--- config.mk ---
export PLATFORM = sky130hd
export DESIGN_NAME = can_buffer_pair_control
export DESIGN_NICKNAME = d
export VERILOG_FILES = /design/src/hdl/can_pair_pkg.sv /design/src/hdl/can_buffer_half.sv /design/src/hdl/can_buffer_pair_control.sv
export VERILOG_INCLUDE_DIRS = /design/src /design/src/hdl
export SDC_FILE = /design/constraint.sdc
export NUM_CORES = 1
export LEC_CHECK = 0
export BUFFER_PORTS_ARGS = -buffer_cell sky130_fd_sc_hd__clkbuf_2
export CORE_MARGIN = 2
export CORE_UTILIZATION = 45
export DETAILED_ROUTE_END_ITERATION = 7
export PLACE_DENSITY = 0.84
export SYNTH_ARGS = -nofsm -noshare
export SYNTH_HDL_FRONTEND = slang
export SYNTH_SLANG_ARGS = --single-unit
export TNS_END_PERCENT = 5
--- constraint.sdc ---
create_clock -name aclk -period 2.1 [get_ports aclk]
set_clock_uncertainty 0.2 [all_clocks]
set_input_delay 0.315 -clock aclk [delete_from_list [all_inputs] [get_ports aclk]]
set_output_delay 0.315 -clock aclk [all_outputs]
set_load 0.01 [all_outputs]
--- src/hdl/can_pair_params.svh ---
// Offsets, field positions and reset values for the buffer pair block
`ifndef CAN_PAIR_PARAMS_SVH
`define CAN_PAIR_PARAMS_SVH
`define OFS_PAIR_CTRL 8'h00
`define OFS_IRQ_STATUS 8'h04
`define OFS_IRQ_MASK 8'h08
`define OFS_ENGINE 8'h0C
`define POS_DIR 7
`define POS_ABORTED 6
`define POS_LOST_ARB 5
`define POS_TX_ERR 4
`define POS_SEND_REQ 3
`define POS_AUTO_RTR 2
`define POS_PRI_HI 1
`define POS_PRI_LO 0
`define RST_HALF 8'h00
`define RST_MASK 8'h00
`define AXI_OKAY 2'b00
`define AXI_SLVERR 2'b10
`endif

--- src/hdl/can_pair_pkg.sv ---
// Types shared by the buffer pair control block
package can_pair_pkg;
  // One byte of the pair control register
  typedef struct packed {
    logic dir_tx;
    logic aborted;
    logic lost_arb;
    logic tx_err;
    logic send_req;
    logic auto_rtr;
    logic [1:0] pri;
  } half_ctrl_t;

  // Outcome reported by the protocol engine for one buffer
  typedef struct packed {
    logic done_ok;
    logic aborted;
    logic lost_arb;
    logic bus_err;
    logic rtr_rx;
  } engine_evt_t;

  typedef enum logic [1:0] {
    ARB_IDLE = 2'b00,
    ARB_BUSY = 2'b01
  } arb_state_t;
endpackage : can_pair_pkg

--- src/hdl/can_buffer_half.sv ---
// One buffer's control byte with hardware set and clear behaviour
`include "can_pair_params.svh"
module can_buffer_half
  import can_pair_pkg::*;
(
  // Clock and reset
  input wire logic aclk,
  input wire logic aresetn,
  // Software write of this byte
  input wire logic wr_en,
  input wire logic [7:0] wr_data,
  // Engine results for this buffer
  input wire engine_evt_t evt,
  // Current byte
  output half_ctrl_t ctrl,
  output logic abort_req
);
  half_ctrl_t next_ctrl;
  logic req_set;

  always_comb begin
    next_ctrl = ctrl;
    req_set = 1'b0;
    if (wr_en) begin
      next_ctrl.dir_tx = wr_data[`POS_DIR];
      next_ctrl.auto_rtr = wr_data[`POS_AUTO_RTR];
      next_ctrl.pri = wr_data[`POS_PRI_HI:`POS_PRI_LO];
      // Zero over a set request stays set until abort or successful send completes
      if (wr_data[`POS_SEND_REQ]) begin
        req_set = 1'b1;
      end
    end
    if (evt.rtr_rx && ctrl.auto_rtr) begin
      req_set = 1'b1;
    end
    if (evt.done_ok) begin
      next_ctrl.send_req = 1'b0;
      next_ctrl.aborted = 1'b0;
    end
    if (evt.aborted) begin
      next_ctrl.send_req = 1'b0;
      next_ctrl.aborted = 1'b1;
    end
    if (evt.lost_arb) begin
      next_ctrl.lost_arb = 1'b1;
    end
    if (evt.bus_err) begin
      next_ctrl.tx_err = 1'b1;
    end
    if (req_set) begin
      next_ctrl.send_req = 1'b1;
      next_ctrl.aborted = 1'b0;
      next_ctrl.lost_arb = 1'b0;
      next_ctrl.tx_err = 1'b0;
    end
  end

  always_ff @(posedge aclk) begin
    if (!aresetn) begin
      ctrl <= half_ctrl_t'(`RST_HALF);
    end else begin
      ctrl <= next_ctrl;
    end
  end

  // Abort stays requested while software has written zero to a pending one
  always_ff @(posedge aclk) begin
    if (!aresetn) begin
      abort_req <= 1'b0;
    end else if (!ctrl.send_req || evt.done_ok || evt.aborted) begin
      abort_req <= 1'b0;
    end else if (wr_en && !wr_data[`POS_SEND_REQ]) begin
      abort_req <= 1'b1;
    end
  end
endmodule : can_buffer_half

--- src/hdl/can_buffer_pair_control.sv ---
// Control register, engine hand-off and AXI4-Lite slave for a buffer pair
//
// Summary of operation
// - One 16-bit register, odd buffer high byte
// - Bit 7 selects transmit or receive
// - Bit 6 read-only, set on abort
// - Bit 5 read-only, lost arbitration
// - Bit 4 read-only, bus error while sending
// - Setting send request clears the three flags
// - Successful send clears send request
// - Writing zero while pending requests abort
// - Auto-reply enable sets request on remote frame
// - Bits 1-0 give priority, 11 highest
// - Message contents live in DMA RAM
`include "can_pair_params.svh"
module can_buffer_pair_control
  import can_pair_pkg::*;
(
  // Clock and reset
  input wire logic aclk,
  input wire logic aresetn,
  // AXI4-Lite write address
  input wire logic [7:0] s_axi_awaddr,
  input wire logic s_axi_awvalid,
  output logic s_axi_awready,
  // AXI4-Lite write data
  input wire logic [31:0] s_axi_wdata,
  input wire logic [3:0] s_axi_wstrb,
  input wire logic s_axi_wvalid,
  output logic s_axi_wready,
  // AXI4-Lite write response
  output logic [1:0] s_axi_bresp,
  output logic s_axi_bvalid,
  input wire logic s_axi_bready,
  // AXI4-Lite read address
  input wire logic [7:0] s_axi_araddr,
  input wire logic s_axi_arvalid,
  output logic s_axi_arready,
  // AXI4-Lite read data
  output logic [31:0] s_axi_rdata,
  output logic [1:0] s_axi_rresp,
  output logic s_axi_rvalid,
  input wire logic s_axi_rready,
  // Protocol engine, index 0 even buffer, 1 odd buffer
  input wire engine_evt_t evt_even,
  input wire engine_evt_t evt_odd,
  output logic tx_offer_valid,
  output logic tx_offer_sel,
  output logic [1:0] tx_offer_pri,
  output logic [1:0] abort_req,
  // Interrupt
  output logic irq
);
  half_ctrl_t ctrl_even;
  half_ctrl_t ctrl_odd;
  logic [1:0] abort_int;
  logic [7:0] irq_status;
  logic [7:0] irq_mask;
  logic [7:0] irq_events;
  logic [7:0] aw_addr;
  logic aw_held;
  logic [31:0] w_data;
  logic [3:0] w_strb;
  logic w_held;
  logic do_write;
  logic wr_ctrl;
  logic wr_even;
  logic wr_odd;
  logic [31:0] next_rdata;
  logic next_rerr;
  logic next_offer_valid;
  logic next_offer_sel;
  arb_state_t arb_state;

  // Message contents sit in DMA RAM; only control lives here.

  // Write address and data taken in either order
  always_ff @(posedge aclk) begin
    if (!aresetn) begin
      aw_held <= 1'b0;
      aw_addr <= 8'h00;
    end else if (s_axi_awvalid && s_axi_awready) begin
      aw_held <= 1'b1;
      aw_addr <= s_axi_awaddr;
    end else if (do_write) begin
      aw_held <= 1'b0;
    end
  end

  always_ff @(posedge aclk) begin
    if (!aresetn) begin
      w_held <= 1'b0;
      w_data <= 32'h0000_0000;
      w_strb <= 4'h0;
    end else if (s_axi_wvalid && s_axi_wready) begin
      w_held <= 1'b1;
      w_data <= s_axi_wdata;
      w_strb <= s_axi_wstrb;
    end else if (do_write) begin
      w_held <= 1'b0;
    end
  end

  always_ff @(posedge aclk) begin
    if (!aresetn) begin
      s_axi_awready <= 1'b0;
      s_axi_wready <= 1'b0;
    end else begin
      s_axi_awready <= !aw_held && !s_axi_awready && !s_axi_bvalid;
      s_axi_wready <= !w_held && !s_axi_wready && !s_axi_bvalid;
    end
  end

  assign do_write = aw_held && w_held && !s_axi_bvalid;
  assign wr_ctrl = do_write && (aw_addr[7:2] == `OFS_PAIR_CTRL >> 2);
  assign wr_even = wr_ctrl && w_strb[0];
  assign wr_odd = wr_ctrl && w_strb[1];

  always_ff @(posedge aclk) begin
    if (!aresetn) begin
      s_axi_bvalid <= 1'b0;
      s_axi_bresp <= `AXI_OKAY;
    end else if (do_write) begin
      s_axi_bvalid <= 1'b1;
      case (aw_addr[7:2])
        `OFS_PAIR_CTRL >> 2, `OFS_IRQ_STATUS >> 2,
        `OFS_IRQ_MASK >> 2, `OFS_ENGINE >> 2: s_axi_bresp <= `AXI_OKAY;
        default: s_axi_bresp <= `AXI_SLVERR;
      endcase
    end else if (s_axi_bready) begin
      s_axi_bvalid <= 1'b0;
    end
  end

  can_buffer_half u_even (
    .aclk(aclk),
    .aresetn(aresetn),
    .wr_en(wr_even),
    .wr_data(w_data[7:0]),
    .evt(evt_even),
    .ctrl(ctrl_even),
    .abort_req(abort_int[0])
  );

  can_buffer_half u_odd (
    .aclk(aclk),
    .aresetn(aresetn),
    .wr_en(wr_odd),
    .wr_data(w_data[15:8]),
    .evt(evt_odd),
    .ctrl(ctrl_odd),
    .abort_req(abort_int[1])
  );

  always_ff @(posedge aclk) begin
    if (!aresetn) begin
      abort_req <= 2'b00;
    end else begin
      abort_req <= abort_int;
    end
  end

  // Status: [3:0] even done/abort/arb/err, [7:4] same for odd
  assign irq_events = {evt_odd.done_ok, evt_odd.aborted, evt_odd.lost_arb,
                       evt_odd.bus_err, evt_even.done_ok, evt_even.aborted,
                       evt_even.lost_arb, evt_even.bus_err};

  // Set wins over a write-one clear
  always_ff @(posedge aclk) begin
    if (!aresetn) begin
      irq_status <= 8'h00;
    end else begin
      for (int i = 0; i < 8; i++) begin
        if (irq_events[i]) begin
          irq_status[i] <= 1'b1;
        end else if (do_write && w_strb[0] && w_data[i] &&
                     aw_addr[7:2] == `OFS_IRQ_STATUS >> 2) begin
          irq_status[i] <= 1'b0;
        end
      end
    end
  end

  always_ff @(posedge aclk) begin
    if (!aresetn) begin
      irq_mask <= `RST_MASK;
    end else if (do_write && w_strb[0] &&
                 aw_addr[7:2] == `OFS_IRQ_MASK >> 2) begin
      irq_mask <= w_data[7:0];
    end
  end

  always_ff @(posedge aclk) begin
    if (!aresetn) begin
      irq <= 1'b0;
    end else begin
      irq <= |(irq_status & irq_mask);
    end
  end

  // Offer choice among pending transmit buffers
  always_comb begin
    next_offer_valid = 1'b0;
    next_offer_sel = 1'b0;
    if (ctrl_even.send_req && ctrl_even.dir_tx && ctrl_odd.send_req &&
        ctrl_odd.dir_tx) begin
      next_offer_valid = 1'b1;
      next_offer_sel = ctrl_odd.pri > ctrl_even.pri;
    end else if (ctrl_odd.send_req && ctrl_odd.dir_tx) begin
      next_offer_valid = 1'b1;
      next_offer_sel = 1'b1;
    end else if (ctrl_even.send_req && ctrl_even.dir_tx) begin
      next_offer_valid = 1'b1;
    end
  end

  always_ff @(posedge aclk) begin
    if (!aresetn) begin
      arb_state <= ARB_IDLE;
    end else begin
      arb_state <= next_offer_valid ? ARB_BUSY : ARB_IDLE;
    end
  end

  always_ff @(posedge aclk) begin
    if (!aresetn) begin
      tx_offer_valid <= 1'b0;
      tx_offer_sel <= 1'b0;
      tx_offer_pri <= 2'b00;
    end else begin
      tx_offer_valid <= next_offer_valid;
      tx_offer_sel <= next_offer_sel;
      tx_offer_pri <= next_offer_sel ? ctrl_odd.pri : ctrl_even.pri;
    end
  end

  // Read path
  always_comb begin
    next_rdata = 32'h0000_0000;
    next_rerr = 1'b0;
    case (s_axi_araddr[7:2])
      `OFS_PAIR_CTRL >> 2: next_rdata[15:0] = {ctrl_odd, ctrl_even};
      `OFS_IRQ_STATUS >> 2: next_rdata[7:0] = irq_status;
      `OFS_IRQ_MASK >> 2: next_rdata[7:0] = irq_mask;
      `OFS_ENGINE >> 2: next_rdata[4:0] = {abort_int, tx_offer_pri,
                                            arb_state == ARB_BUSY};
      default: next_rerr = 1'b1;
    endcase
  end

  always_ff @(posedge aclk) begin
    if (!aresetn) begin
      s_axi_arready <= 1'b0;
      s_axi_rvalid <= 1'b0;
      s_axi_rdata <= 32'h0000_0000;
      s_axi_rresp <= `AXI_OKAY;
    end else begin
      s_axi_arready <= !s_axi_arready && !s_axi_rvalid && s_axi_arvalid;
      if (s_axi_arvalid && s_axi_arready) begin
        s_axi_rvalid <= 1'b1;
        s_axi_rdata <= next_rdata;
        s_axi_rresp <= next_rerr ? `AXI_SLVERR : `AXI_OKAY;
      end else if (s_axi_rready) begin
        s_axi_rvalid <= 1'b0;
      end
    end
  end
endmodule : can_buffer_pair_control

==> results by group <==
Global route
  • Grt ovf: 0
  • Initial antenna violation count: 0
  • Vias in the first global route: roughly 3,000
  • All-layer global routing usage: 0.210
  • Pin count of the biggest net entering global routing: 26
  • First-pass GRT wire length: about 14,000 um

CTS
  • Post-CTS setup buffers: 0
  • Max Buffers Root-to-Sink: 2
  • H-tree lvl count: 3
  • CTS tree: built
  • Total CTS buffers: 9
  • Post_cts resized: 0
  • Root buffer cell: clkbuf_8
  • Clock Sinks: a little under 90
  • Clk Latency, worst-skew pair: 0.36 ns
  • CTS clk-pin slew, worst paths: about 0.080 ns

Finish
  • Diodes inserted: 0
  • Non-filler cells, final: 598
  • Layout cells sized above 1: 0.220
  • Area Growth Syn to Fin: 25.7%
  • Final net count: about 560

Synthesis
  • Post-Syn Area: approximately 0.0036 sq mm
  • Post-synth top flop: dfxtp_1
  • Avg Inst Size Synth: 9.16 sq um
  • Top post-synthesis cells by count: 87 x dfxtp_1, 85 x nand2_1, 39 x a21oi_1, 22 x mux2i_1
  • Post-synth top area share: 0.483
  • EDFF count, synth: 0
  • Synth area leader: dfxtp_1
  • Yosys warns: 0
  • Synthesized instance count: between 300 and 400
  • Most common cell in the netlist: dfxtp_1
  • Synth area leaders: dfxtp_1 48%, nand2_1 8.8%, mux2i_1 6.1%
  • #FFs+latches synth: just under 90
  • Seq/Total Area, Yosys: 0.483
  • Ys async rst share: 0
  • Distinct cells, synth: 45

Worst setup path
  • Worst EP arrival: about 2.1 ns
  • Critical-path cell list: or4_4 -> or4_1 -> o22ai_1
  • Critical Path Start Type: flip-flop
  • Crit path kind: reg2reg
  • WP data required: around 2.2 ns
  • CP max FO: 7
  • Cell family with most CP delay: simple AND/OR/NAND/NOR gates
  • WP buf/inv: 0
  • Critical Path End Type: flip-flop
  • Slowest cell on crit path: or4_4
  • CP max stage delay: around 0.61 ns

Pwr
  • Power per Cell Area: 782 mW/mm^2
  • Clock power share: 0.429
  • Sw frac: 0.220
  • LEAKAGE: approximately 1.8 nW
  • Total Power: 0.00355 W
  • Maximum VDD drop: roughly 0.00039 V
  • Seq pwr share: 0.492
  • Pint: 0.00277 W
  • Psw: around 0.00078 W
  • Comb pwr share: 0.079

Die
  • Die Wd: ~94 um
  • Row count: 32
  • Die Y-Extent: 93.5 um
  • Num ports: 117
  • Starting Density: 0.467
  • Core Area: 0.00773 sq mm
  • DIE AREA: ~0.0087 sq mm

Timing
  • Slew HR: 0.617
  • RSZ-0062 raised after global routing: false
  • Final hold viol count: 0
  • Hold Worst Slack: 0.0109 ns
  • Min cycle time layout: roughly 2 ns
  • Final worst slack: ~0.094 ns
  • Fmax: roughly 500 MHz
  • Fin crit share: 0.955
  • Tightest Pin Transition: between 0.5 and 0.6 ns
  • Final Setup Violations: 0
  • Sum Neg Setup Slack: 0 ns
  • Slew Viols, Final: 0

Detailed routing
  • Detailed Routing Iterations Pass 1: 4
  • Final ANT Viol Nets: 0
  • Wire length per cell: around 15 um
  • Post-Route WL: between 8000 and 9000 um
  • Vias: 3,121
  • Vias per std cell: between 5 and 6
  • DRC errors left: 0
  • Iteration-0 DRC Markers: approximately 160

Run
  • Max_cap viols: 0

Placement
  • Cell count after placement: roughly 560
  • Place WS: around 0.12 ns
  • GP Congestion: 0.818
  • Hpwl dp: approximately 6400 um
  • Port Buf Inserts: 73

Worst hold path
  • Hold Path Class: in2reg

Outcome
  • Status: complete, no violations
==> worst reg2reg max path: stages (launching register included) <==
cell	delay, ns
dfxtp_1	0.32
or4_4	0.61
or4_1	0.59
o22ai_1	0.20
==> placed cells by master, fill, tap and decap left out, types with 9 or more instances in the layout <==
cell,count
mux2i_1,22
buf_4,11
conb_1,18
inv_1,15
dlygate4sd3_1,24
a21oi_1,39
dfxtp_1,87
clkbuf_8,10
clkbuf_2,73
nand2_1,85
o21ai_0,15
nand4_1,9
==> sequential cells by signal (all words and copies together) (netlist names), 2 cells and up <==
name,flops
abort_req,2
aw_addr,6
irq_mask,8
irq_status,8
s_axi_rdata,16
tx_offer_pri,2
u_even.ctrl,8
u_odd.ctrl,8
w_data,13
w_strb,2
==> final timing paths <==
kind | cells after the start | slack, ns | end | start
max | 3 | 0.09 | u_even.ctrl[3]$_SDFFE_PN0P_ | aw_addr[7]$_SDFFE_PN0P_
min | 3 | 0.01 | irq_status[4]$_SDFFE_PN0P_ | evt_odd[1]
max reg2reg | 3 | 0.09 | u_even.ctrl[3]$_SDFFE_PN0P_ | aw_addr[7]$_SDFFE_PN0P_
min reg2reg | 1 | 0.25 | s_axi_arready$_SDFF_PN0_ | s_axi_rvalid$_SDFFE_PN0P_
==> cell type report <==
type,count,area (sq um)
inverter,15,56.3
clock buffer,11,141
sequential,87,1740
timing repair buffer,108,688
tap,102,128
multi-input combinational,270,1650
clock inverter,5,129
fill,653,3190
==> power groups by stage <==
stage	Combinational (W)	Sequential (W)	Clock (W)
final	0.000279	0.00174	0.00152
after global routing	0.000312	0.00175	0.00160
after CTS	0.000277	0.00174	0.00154
after detailed placement	0.000242	0.00178	0
after global placement	0.000234	0.00178	0
after floorplan	0.000190	0.00176	0
==> layer usage <==
metal	global-route usage	vias to the layer above	wire length, um
met3	0.0371	19	473
li1	-	1549	-
met1	0.251	1461	3720
met4	0.104	0	196
met2	0.363	92	4350
met5	0	-	0
==> kinds of logic (layout without fill, tap and decap cells) <==
logic type / after synthesis / in the layout / synth area share
adders and majority gates: 2 / 2 / 0.00694
other: 1 / 18 / 0.00104
muxes: 27 / 27 / 0.0923
DFF: 87 / 87 / 0.483
and+or+nand+nor: 136 / 136 / 0.191
buffers and inverters: 54 / 139 / 0.0770
AOI/OAI and AO/OA: 87 / 87 / 0.148
==> through the flow <==
step	cell area, sq um	util
after CTS	4540	0.587
after detailed placement	4030	0.521
final	4540	0.587
after global routing	4540	0.587
after floorplan	3670	-
after global placement	4030	0.521
==> what timing repair did <==
item,CTS,global route
setup endpoints to repair,0,0
hold buffers,24,0
hold endpoints to repair,24,0
No activity file was read; power rests on OpenSTA's default activity.
